<file path="src/rtl/dcrs_pkg.sv">
// shared constants, state type and helpers of the configuration space
package dcrs_pkg;
	// -------------------------------------------------------------
	// configuration port addresses and entry keys
	// -------------------------------------------------------------
	localparam logic [15:0] PORT_STD_IDX = 16'h002E;
	localparam logic [15:0] PORT_STD_DAT = 16'h002F;
	localparam logic [15:0] PORT_ALT_IDX = 16'h004E;
	localparam logic [15:0] PORT_ALT_DAT = 16'h004F;
	localparam logic [7:0]  KEY_CODE0    = 8'h77;
	localparam logic [7:0]  KEY_CODE1    = 8'hA0;
	localparam logic [7:0]  KEY_CODE2    = 8'h87;
	// -------------------------------------------------------------
	// register indices
	// -------------------------------------------------------------
	localparam logic [7:0] IDX_SRST   = 8'h02;
	localparam logic [7:0] IDX_LDN    = 8'h07;
	localparam logic [7:0] IDX_DIDH   = 8'h20;
	localparam logic [7:0] IDX_DIDL   = 8'h21;
	localparam logic [7:0] IDX_VIDH   = 8'h23;
	localparam logic [7:0] IDX_VIDL   = 8'h24;
	localparam logic [7:0] IDX_REFERENCE_CLOCK_SELECT = 8'h25;
	localparam logic [7:0] IDX_WCTL   = 8'h26;
	localparam logic [7:0] IDX_PSEL   = 8'h27;
	localparam logic [7:0] IDX_EN     = 8'h30;
	localparam logic [7:0] IDX_BASEH  = 8'h60;
	localparam logic [7:0] IDX_BASEL  = 8'h61;
	localparam logic [7:0] IDX_IRQ    = 8'h70;
	localparam logic [7:0] IDX_F0     = 8'hF0;
	localparam logic [7:0] IDX_F1     = 8'hF1;
	localparam logic [7:0] IDX_F4     = 8'hF4;
	localparam logic [7:0] IDX_F5     = 8'hF5;
	localparam logic [7:0] IDX_F6     = 8'hF6;
	// -------------------------------------------------------------
	// logical device numbers, field layout and reset values
	// -------------------------------------------------------------
	localparam int         NUM_UART     = 4;
	localparam logic [7:0] LDN_UART_END = 8'h04;
	localparam logic [7:0] LDN_WDT      = 8'h08;
	localparam logic [1:0] CH_FIRST     = 2'h0;
	localparam int         PSEL_PORT    = 4;
	localparam logic [7:0] MASK_IRQ     = 8'h7F;
	localparam logic [7:0] RST_EMF      = 8'h00;
	localparam logic [7:0] RST_IR       = 8'h44;
	localparam logic [7:0] RST_SLV      = 8'h00;
	localparam logic [7:0] RST_MSK      = 8'h00;
	localparam logic [7:0] RST_FIFO     = 8'h00;
	localparam logic       RST_WEN      = 1'b1;
	localparam logic [15:0] RST_WBASE   = 16'h0442;
	localparam logic [7:0] RST_WIRQ     = 8'h00;
	localparam logic [7:0] RST_WSTAT    = 8'h02;
	localparam logic [7:0] RST_WCNT     = 8'h0A;
	localparam int         STRAP_W      = 7;
	localparam logic [2:0] SYNC_FILL    = 3'h4;

	typedef enum logic {
		DCRS_WAIT = 1'b0,
		DCRS_RUN  = 1'b1
	} dcrs_phase_t;

	typedef struct packed {
		dcrs_phase_t                phase;
		logic                       cfg;
		logic [7:0]                 idx;
		logic [7:0]                 logical_device_select;
		logic                       srst;
		logic                       clk48;
		logic [1:0]                 wctl;
		logic                       psel_port;
		logic [1:0]                 psel_key;
		logic [NUM_UART-1:0]        st_en;
		logic [NUM_UART-1:0]        en;
		logic [NUM_UART-1:0][15:0]  base;
		logic [NUM_UART-1:0][7:0]   irq;
		logic [NUM_UART-1:0][7:0]   emf;
		logic [NUM_UART-1:0][7:0]   slv;
		logic [NUM_UART-1:0][7:0]   msk;
		logic [NUM_UART-1:0][7:0]   fifo;
		logic [7:0]                 ir;
		logic                       wen;
		logic [15:0]                wbase;
		logic [7:0]                 wirq;
		logic [7:0]                 wstat;
		logic [7:0]                 wcnt;
		logic [7:0]                 rdata;
		logic                       rvalid;
	} dcrs_state_t;

	// entry key of a key code, top bit marks a valid code
	function automatic logic [8:0] dcrs_key(input logic [1:0] code);
		case (code)
			2'h0:    return {1'b1, KEY_CODE0};
			2'h1:    return {1'b1, KEY_CODE1};
			2'h2:    return {1'b1, KEY_CODE2};
			default: return 9'h000;
		endcase
	endfunction

	// logical device number names a serial channel
	function automatic logic dcrs_is_uart(input logic [7:0] logical_device_select);
		return logical_device_select < LDN_UART_END;
	endfunction
endpackage

</file>
<file path="src/rtl/dcrs_sync.sv">
// three-stage strap synchroniser with agreement filter
`timescale 1ns/1ps
module dcrs_sync #(
	parameter int W = 7
) (
	// clock, reset, enable
	input  wire logic         clk,
	input  wire logic         rst_n,
	input  wire logic         ce,
	// pins in, filtered level out
	input  wire logic [W-1:0] d,
	output logic      [W-1:0] q,
	output logic              settled
);
	typedef struct packed {
		logic [W-1:0] s1;
		logic [W-1:0] s2;
		logic [W-1:0] s3;
		logic [W-1:0] q;
		logic [2:0]   cnt;
	} dcrs_sync_t;

	dcrs_sync_t sy_ff;
	dcrs_sync_t nxt_sy;

	// shift chain; s1 feeds only s2
	always_comb begin
		nxt_sy    = sy_ff;
		nxt_sy.s1 = d;
		nxt_sy.s2 = sy_ff.s1;
		nxt_sy.s3 = sy_ff.s2;
		if (sy_ff.s2 == sy_ff.s3) begin
			nxt_sy.q = sy_ff.s3;
		end
		if (sy_ff.cnt != dcrs_pkg::SYNC_FILL) begin
			nxt_sy.cnt = sy_ff.cnt + 3'h1;
		end
	end

	// state register
	always_ff @(posedge clk or negedge rst_n) begin
		if (!rst_n) begin
			sy_ff <= '0;
		end else if (ce) begin
			sy_ff <= nxt_sy;
		end
	end

	assign q       = sy_ff.q;
	assign settled = (sy_ff.cnt == dcrs_pkg::SYNC_FILL);
endmodule // dcrs_sync

</file>
<file path="src/rtl/dcrs_top.sv">
// configuration register space behind the index/data port
`timescale 1ns/1ps
module dcrs_top #(
	parameter logic [7:0] DEV_ID_HIGH = 8'h5A, // arbitrary value
	parameter logic [7:0] DEV_ID_LOW  = 8'h01, // arbitrary value
	parameter logic [7:0] VEN_ID_HIGH = 8'h3C, // arbitrary value
	parameter logic [7:0] VEN_ID_LOW  = 8'h02, // arbitrary value
	parameter logic [7:0] EXIT_KEY    = 8'hAA,
	parameter logic [3:0][15:0] DEF_BASE = {16'h0328, 16'h0320, 16'h0318, 16'h0310},
	parameter logic [3:0][7:0]  DEF_IRQ  = 32'h00000000
) (
	// clock, reset, enable
	input  wire logic        CLK,
	input  wire logic        RST_N,
	input  wire logic        CE,
	// host i/o access
	input  wire logic [15:0] IO_ADDR,
	input  wire logic [7:0]  IO_WDATA,
	input  wire logic        IO_WR,
	input  wire logic        IO_RD,
	output logic      [7:0]  IO_RDATA,
	output logic             IO_RVALID,
	// strapping pins
	input  wire logic        STRAP_PORT_SEL,
	input  wire logic [1:0]  STRAP_KEY,
	input  wire logic [3:0]  STRAP_UART_EN,
	// global settings
	output logic             CFG_ACTIVE,
	output logic             REF_CLK_48M,
	output logic      [1:0]  WDT_CTRL,
	// serial channel settings
	output logic      [3:0]  UART_EN,
	output logic      [63:0] UART_BASE,
	output logic      [31:0] UART_IRQ,
	output logic      [31:0] UART_EMF,
	output logic      [31:0] UART_SLV,
	output logic      [31:0] UART_MASK,
	output logic      [31:0] UART_FIFO,
	output logic      [7:0]  IR_CTRL,
	// watchdog settings
	output logic             WDT_EN,
	output logic      [15:0] WDT_BASE,
	output logic      [7:0]  WDT_IRQ,
	output logic      [7:0]  WDT_STAT,
	output logic      [7:0]  WDT_COUNT
);
	// -------------------------------------------------------------
	// declarations
	// -------------------------------------------------------------
	dcrs_pkg::dcrs_state_t st_ff;
	dcrs_pkg::dcrs_state_t nxt_st;
	logic [dcrs_pkg::STRAP_W-1:0] strap_q;
	logic        strap_ok;
	logic        is_idx;
	logic        is_dat;
	logic        uart_sel;
	logic        wdt_sel;
	logic [1:0]  ch;
	logic [8:0]  kv;
	logic [7:0]  rv;
	logic [7:0]  wd;
	logic        wr_idx;
	logic        wr_dat;
	logic        rd_dat;
	logic        load;

	// strap pins cross in through three stages
	dcrs_sync #(
		.W (dcrs_pkg::STRAP_W)
	) u_sync (
		.clk     (CLK),
		.rst_n   (RST_N),
		.ce      (CE),
		.d       ({STRAP_PORT_SEL, STRAP_KEY, STRAP_UART_EN}),
		.q       (strap_q),
		.settled (strap_ok)
	);

	// -------------------------------------------------------------
	// next-state logic
	// -------------------------------------------------------------
	always_comb begin
		nxt_st        = st_ff;
		nxt_st.rvalid = 1'b0;
		wd            = IO_WDATA;
		ch            = st_ff.logical_device_select[1:0];
		uart_sel      = dcrs_pkg::dcrs_is_uart(st_ff.logical_device_select);
		wdt_sel       = (st_ff.logical_device_select == dcrs_pkg::LDN_WDT);
		kv            = dcrs_pkg::dcrs_key(st_ff.psel_key);
		// port pair follows the select bit
		is_idx = st_ff.psel_port ? (IO_ADDR == dcrs_pkg::PORT_ALT_IDX)
		                         : (IO_ADDR == dcrs_pkg::PORT_STD_IDX);
		is_dat = st_ff.psel_port ? (IO_ADDR == dcrs_pkg::PORT_ALT_DAT)
		                         : (IO_ADDR == dcrs_pkg::PORT_STD_DAT);
		wr_idx = IO_WR && is_idx && (st_ff.phase == dcrs_pkg::DCRS_RUN);
		wr_dat = IO_WR && is_dat && st_ff.cfg && (st_ff.phase == dcrs_pkg::DCRS_RUN);
		rd_dat = IO_RD && is_dat && st_ff.cfg && (st_ff.phase == dcrs_pkg::DCRS_RUN);
		load   = st_ff.srst || ((st_ff.phase == dcrs_pkg::DCRS_WAIT) && strap_ok);

		// read mux; reserved bits and unassigned devices read zero
		case (st_ff.idx)
			dcrs_pkg::IDX_SRST:   rv = {7'h00, st_ff.srst};
			dcrs_pkg::IDX_LDN:    rv = st_ff.logical_device_select;
			dcrs_pkg::IDX_DIDH:   rv = DEV_ID_HIGH;
			dcrs_pkg::IDX_DIDL:   rv = DEV_ID_LOW;
			dcrs_pkg::IDX_VIDH:   rv = VEN_ID_HIGH;
			dcrs_pkg::IDX_VIDL:   rv = VEN_ID_LOW;
			dcrs_pkg::IDX_REFERENCE_CLOCK_SELECT: rv = {7'h00, st_ff.clk48};
			dcrs_pkg::IDX_WCTL:   rv = {6'h00, st_ff.wctl};
			dcrs_pkg::IDX_PSEL:   rv = {3'h0, st_ff.psel_port, 2'h0, st_ff.psel_key};
			dcrs_pkg::IDX_EN:     rv = uart_sel ? {7'h00, st_ff.en[ch]} :
			                           wdt_sel ? {7'h00, st_ff.wen} : 8'h00;
			dcrs_pkg::IDX_BASEH:  rv = uart_sel ? st_ff.base[ch][15:8] :
			                           wdt_sel ? st_ff.wbase[15:8] : 8'h00;
			dcrs_pkg::IDX_BASEL:  rv = uart_sel ? st_ff.base[ch][7:0] :
			                           wdt_sel ? st_ff.wbase[7:0] : 8'h00;
			dcrs_pkg::IDX_IRQ:    rv = uart_sel ? st_ff.irq[ch] :
			                           wdt_sel ? st_ff.wirq : 8'h00;
			dcrs_pkg::IDX_F0:     rv = uart_sel ? st_ff.emf[ch] :
			                           wdt_sel ? st_ff.wstat : 8'h00;
			dcrs_pkg::IDX_F1:     rv = (uart_sel && ch == dcrs_pkg::CH_FIRST) ? st_ff.ir :
			                           wdt_sel ? st_ff.wcnt : 8'h00;
			dcrs_pkg::IDX_F4:     rv = uart_sel ? st_ff.slv[ch] : 8'h00;
			dcrs_pkg::IDX_F5:     rv = uart_sel ? st_ff.msk[ch] : 8'h00;
			dcrs_pkg::IDX_F6:     rv = uart_sel ? st_ff.fifo[ch] : 8'h00;
			default:              rv = 8'h00;
		endcase

		// index port: entry key, exit key or register index
		if (wr_idx) begin
			if (!st_ff.cfg) begin
				if (kv[8] && (wd == kv[7:0])) begin
					nxt_st.cfg = 1'b1;
				end
			end else if (wd == EXIT_KEY) begin
				nxt_st.cfg = 1'b0;
			end else begin
				nxt_st.idx = wd;
			end
		end

		// data port writes; ident registers have no write path
		if (wr_dat) begin
			case (st_ff.idx)
				dcrs_pkg::IDX_SRST:   nxt_st.srst = wd[0];
				dcrs_pkg::IDX_LDN:    nxt_st.logical_device_select = wd;
				dcrs_pkg::IDX_REFERENCE_CLOCK_SELECT: nxt_st.clk48 = wd[0];
				dcrs_pkg::IDX_WCTL:   nxt_st.wctl = wd[1:0];
				dcrs_pkg::IDX_PSEL: begin
					nxt_st.psel_port = wd[dcrs_pkg::PSEL_PORT];
					nxt_st.psel_key  = wd[1:0];
				end
				dcrs_pkg::IDX_EN: begin
					if (uart_sel) begin
						nxt_st.en[ch] = wd[0];
					end else if (wdt_sel) begin
						nxt_st.wen = wd[0];
					end
				end
				dcrs_pkg::IDX_BASEH: begin
					if (uart_sel) begin
						nxt_st.base[ch][15:8] = wd;
					end else if (wdt_sel) begin
						nxt_st.wbase[15:8] = wd;
					end
				end
				dcrs_pkg::IDX_BASEL: begin
					if (uart_sel) begin
						nxt_st.base[ch][7:0] = wd;
					end else if (wdt_sel) begin
						nxt_st.wbase[7:0] = wd;
					end
				end
				dcrs_pkg::IDX_IRQ: begin
					if (uart_sel) begin
						nxt_st.irq[ch] = wd & dcrs_pkg::MASK_IRQ;
					end else if (wdt_sel) begin
						nxt_st.wirq = wd & dcrs_pkg::MASK_IRQ;
					end
				end
				dcrs_pkg::IDX_F0: begin
					if (uart_sel) begin
						nxt_st.emf[ch] = wd;
					end else if (wdt_sel) begin
						nxt_st.wstat = wd;
					end
				end
				dcrs_pkg::IDX_F1: begin
					if (uart_sel && ch == dcrs_pkg::CH_FIRST) begin
						nxt_st.ir = wd;
					end else if (wdt_sel) begin
						nxt_st.wcnt = wd;
					end
				end
				dcrs_pkg::IDX_F4: begin
					if (uart_sel) begin
						nxt_st.slv[ch] = wd;
					end
				end
				dcrs_pkg::IDX_F5: begin
					if (uart_sel) begin
						nxt_st.msk[ch] = wd;
					end
				end
				dcrs_pkg::IDX_F6: begin
					if (uart_sel) begin
						nxt_st.fifo[ch] = wd;
					end
				end
				default: ;
			endcase
		end

		// first strap capture after power-up; global straps only here
		if ((st_ff.phase == dcrs_pkg::DCRS_WAIT) && strap_ok) begin
			nxt_st.phase     = dcrs_pkg::DCRS_RUN;
			nxt_st.psel_port = strap_q[6];
			nxt_st.psel_key  = strap_q[5:4];
			nxt_st.st_en     = strap_q[3:0];
		end

		// factory defaults for every per-device register set
		if (load) begin
			nxt_st.srst  = 1'b0;
			nxt_st.en    = st_ff.srst ? st_ff.st_en : strap_q[3:0];
			nxt_st.base  = DEF_BASE;
			nxt_st.irq   = DEF_IRQ;
			nxt_st.emf   = {dcrs_pkg::NUM_UART{dcrs_pkg::RST_EMF}};
			nxt_st.slv   = {dcrs_pkg::NUM_UART{dcrs_pkg::RST_SLV}};
			nxt_st.msk   = {dcrs_pkg::NUM_UART{dcrs_pkg::RST_MSK}};
			nxt_st.fifo  = {dcrs_pkg::NUM_UART{dcrs_pkg::RST_FIFO}};
			nxt_st.ir    = dcrs_pkg::RST_IR;
			nxt_st.wen   = dcrs_pkg::RST_WEN;
			nxt_st.wbase = dcrs_pkg::RST_WBASE;
			nxt_st.wirq  = dcrs_pkg::RST_WIRQ;
			nxt_st.wstat = dcrs_pkg::RST_WSTAT;
			nxt_st.wcnt  = dcrs_pkg::RST_WCNT;
		end

		// read answer one cycle later; unclaimed reads give zero
		if (IO_RD) begin
			nxt_st.rvalid = 1'b1;
			nxt_st.rdata  = rd_dat ? rv :
			                (IO_RD && is_idx && st_ff.cfg) ? st_ff.idx : 8'h00;
		end
	end

	// state register, frozen while the enable is low
	always_ff @(posedge CLK or negedge RST_N) begin
		if (!RST_N) begin
			st_ff <= '0;
		end else if (CE) begin
			st_ff <= nxt_st;
		end
	end

	// -------------------------------------------------------------
	// outputs straight from the state register
	// -------------------------------------------------------------
	assign IO_RDATA    = st_ff.rdata;
	assign IO_RVALID   = st_ff.rvalid;
	assign CFG_ACTIVE  = st_ff.cfg;
	assign REF_CLK_48M = st_ff.clk48;
	assign WDT_CTRL    = st_ff.wctl;
	assign UART_EN     = st_ff.en;
	assign UART_BASE   = st_ff.base;
	assign UART_IRQ    = st_ff.irq;
	assign UART_EMF    = st_ff.emf;
	assign UART_SLV    = st_ff.slv;
	assign UART_MASK   = st_ff.msk;
	assign UART_FIFO   = st_ff.fifo;
	assign IR_CTRL     = st_ff.ir;
	assign WDT_EN      = st_ff.wen;
	assign WDT_BASE    = st_ff.wbase;
	assign WDT_IRQ     = st_ff.wirq;
	assign WDT_STAT    = st_ff.wstat;
	assign WDT_COUNT   = st_ff.wcnt;
endmodule // dcrs_top

</file>
<file path="config.mk">
export PLATFORM = sky130hd
export DESIGN_NAME = dcrs_top
export DESIGN_NICKNAME = d
export VERILOG_FILES = /design/src/rtl/dcrs_pkg.sv /design/src/rtl/dcrs_sync.sv /design/src/rtl/dcrs_top.sv
export SDC_FILE = /design/constraint.sdc
export NUM_CORES = 1
export LEC_CHECK = 0
export ABC_AREA = 1
export CORE_MARGIN = 10
export CORE_UTILIZATION = 60
export CTS_CLUSTER_SIZE = 16
export DETAILED_ROUTE_END_ITERATION = 10
export DONT_BUFFER_PORTS = 1
export PLACE_DENSITY_LB_ADDON = 0.1
export SETUP_SLACK_MARGIN = 0.2
export SYNTH_ARGS = -nofsm -noshare
export SYNTH_HDL_FRONTEND = slang
export SYNTH_SLANG_ARGS = --single-unit
</file>
<file path="constraint.sdc">
create_clock -name CLK -period 5 [get_ports CLK]
set_input_delay 1 -clock CLK [delete_from_list [all_inputs] [get_ports CLK]]
set_output_delay 1 -clock CLK [all_outputs]
set_load 0.005 [all_outputs]
</file>
==> metrics.txt <==
CP Launch Type=flip-flop; FMAX=307 MHz; Seq/Total Area, Yosys=43.9%; Avg Cell Area, Syn=roughly 7.4 um^2; CP endpoint kind=flip-flop; Starting DRT DRC Count=between 2,000 and 2,500; vias in the first global route=about 15,000; Yosys reg bits=~340; post-route setup TNS=0 ps; slew margin rel.=a little under a fifth; initial antenna violation count=0; Final Wtd Congestion=roughly 0.99; GRT Total Usage=34.3%; hold crit path type=input port to async pin; gr busiest metal=met2; synth unique cells=44; PD cells=486 nW/um^2; DR DRC count=0; met2 track demand over resource=53.1%; H-tree Lvls=2; die footprint=40,000 um^2; met1 Resource Use GR=between 40% and 50%; pin count of the biggest net entering global routing=roughly 340; unrepaired setup endpoints after global routing=false; first-pass GRT wire length=102,000 um; CTS hold repair buffers=0; Via density=between 5 and 6; post-route ant nets=0; Most common cell on crit path=nand2_1; fin nets=between 2,000 and 2,500; Final setup violation count=0; Routed WL=69,700 um; Root Driver=clkbuf_16; share of cells above drive strength 1=between 7 and 8%; Hold WS=about 150 ps; post-CTS setup buffer count=0; met3 usage=around 10%; DP Area=between 15,000 and 20,000 um^2; hold violation count in the final report=0; CTS tree=built; Port Buffers=0; fin area=~19,000 um^2; Placeable Area=approximately 32,000 um^2; Worst path slowest cell=dfrtp_1; Post-synth EDFFs=0; Synth Warn #=0; row count=65; DR WL/cell=between 20 and 30 um; clock sinks=around 340; Reg area=8530 um^2; measured slew at the worst slew-check pin=roughly 1200 ps; # diodes=0; initial core utilization=between 60% and 70%; post-detail-place hpwl=52,700 um; count leader, synth=nand2_1; Post-CTS Resized=0; Filler Cell Count=3,037; Worst-path clk slew=approximately 60 ps; crit path max fanout=20; Leakage Power=approximately 0.009 uW; synth cell count leaders=nand2_1, dfrtp_1, nor2_1; leading post-synthesis cells by cell area=dfrtp_1, nand2_1, buf_4, nor2_1, o21ai_0; GRT Residual Overflow=0; Worst EP arrival=~3700 ps; worst skew pair latency=~550 ps; area of the multi-input gates=between 7000 and 8000 um^2; Synth Cell Area=19,400 um^2; Die H=200 um; DRT Pass-1 Iters=6; MaxCap Viol Count=0; asr flop ratio synth=100%; Post-Route Skew=about 18 ps; clk buf depth=3; period utilisation layout=between 60% and 70%; family with the most delay on the worst path=simple AND/OR/NAND/NOR gates; Worst EP required=approximately 5500 ps; Area growth syn-to-layout=-3.73%; Peak VDD IR=~0.32 mV; cells along the critical path=inv_1, buf_4, nand2_1, buf_4, nor2_1, nor2_1, nand2_1, nand2_1, nand3_1, nand2_1, nor2_1, nand2_1, nand2_1, a21oi_1; CP peak stage delay=just over 800 ps; Die W=200 um; total CTS buffers=38; Synth top area share=between 40 and 50%; Synth Flop Type=dfrtp_1; Vias=~16,000; Synth area leader=dfrtp_1; WP buf/inv=3; Top-Level Pins=approximately 330; class of the most critical setup path=flip-flop to flip-flop; outcome=finished clean; Tmin final=around 3300 ps; Slew Limit Fails=0; Synth Instances=around 2,600
-- per-layer routing --
layer	part of all wire [%]	vias to the layer above
met3	12	141
met4	3.6	0
li1	-	7332
met5	0	-
met2	45	937
met1	39	7754
-- worst register-to-register path, delay by kind of cell, from the launching register on --
family,cells,cell delay [ps]
flops,1,820
compound gates,1,170
buf+inv,3,730
simple gates,10,1460
-- per-stage QoR --
stage / cells / util [%] / total power [uW] / setup WS, ps
floorplan: 2625 / - / 5940 / 2530
global placement: 2668 / 55.1 / 6200 / 1750
detailed placement: 2668 / 55.1 / 6260 / 1710
CTS: 2733 / 59.0 / 9040 / 1870
global route: 2733 / 59.0 / 9510 / 1530
finish: 2733 / 59.0 / 9100 / 1740
-- registers in the layout, indices dropped and copies added (netlist names), 4 cells and up --
register	flops
IO_RDATA	8
IR_CTRL	8
UART_BASE	64
UART_EMF	32
UART_EN	4
UART_FIFO	32
UART_IRQ	28
UART_MASK	32
UART_SLV	32
WDT_BASE	16
WDT_COUNT	8
WDT_IRQ	7
WDT_STAT	8
st_ff	23
u_sync.nxt_sy	14
u_sync.q	7
u_sync.sy_ff	10
-- cells by family after synthesis --
| family | Yosys count | synth area share [%] |
|---|---|---|
| and+or+nand+nor | 1432 | 29.8 |
| buffers and inverters | 514 | 16.1 |
| DFF | 341 | 43.9 |
| AOI/OAI and AO/OA | 318 | 9.31 |
| xor gates and xnor gates | 7 | 0.316 |
| adders and majority gates | 6 | 0.386 |
| muxes | 2 | 0.109 |
| other | 1 | 0.0193 |
-- power breakdown --
| group | switching, uW | internal, uW |
|---|---|---|
| combinational | 1610 | 558 |
| sequential | 775 | 3330 |
| clock | 1170 | 1650 |
| total | 3560 | 5540 |
-- cell type report --
class                      instances  area share, %
clock buffer                      56           5.98
clock inverter                     9          0.609
inverter                         138           2.78
multi-input combinational       1770           41.6
sequential                       341           45.6
tap                              402           2.69
timing repair buffer              17          0.682
-- path summary, 6_finish.rpt --
path                                        start                 to  slack (ps)  cells after the start
worst max-delay path                        ch[0]        IO_RDATA[4]        1740                     14
worst min-delay path                        RST_N       UART_EMF[11]         150                      0
worst max register to register              ch[0]        IO_RDATA[4]        1740                     14
worst min register to register  u_sync.nxt_sy[21]  u_sync.nxt_sy[21]         470                      2
max in group asynchronous                   RST_N      UART_BASE[53]        4210                      0
min in group CLK                u_sync.nxt_sy[21]  u_sync.nxt_sy[21]         470                      2
-- cells in the final DEF (no fill, tap or decap), types with 2 or more instances in the layout --
master / instances
a21oi_1: 28
a21oi_4: 2
a22oi_1: 8
a31oi_1: 11
buf_4: 17
bufinv_16: 2
clkbuf_1: 8
clkbuf_16: 38
clkbuf_8: 10
clkinv_1: 2
clkinv_2: 4
conb_1: 5
dfrtp_1: 341
ha_1: 6
inv_1: 126
inv_2: 9
inv_6: 2
nand2_1: 960
nand2_2: 11
nand3_1: 83
nand3_2: 4
nand3_4: 7
nand3b_1: 2
nand4_1: 16
nor2_1: 315
nor2_2: 12
nor2_4: 7
nor3_1: 11
o21ai_0: 113
o21ai_1: 111
o21ai_2: 39
o22ai_1: 2
xnor2_1: 2
xor2_1: 5
Note: power is estimated with default switching activity, not from simulation.
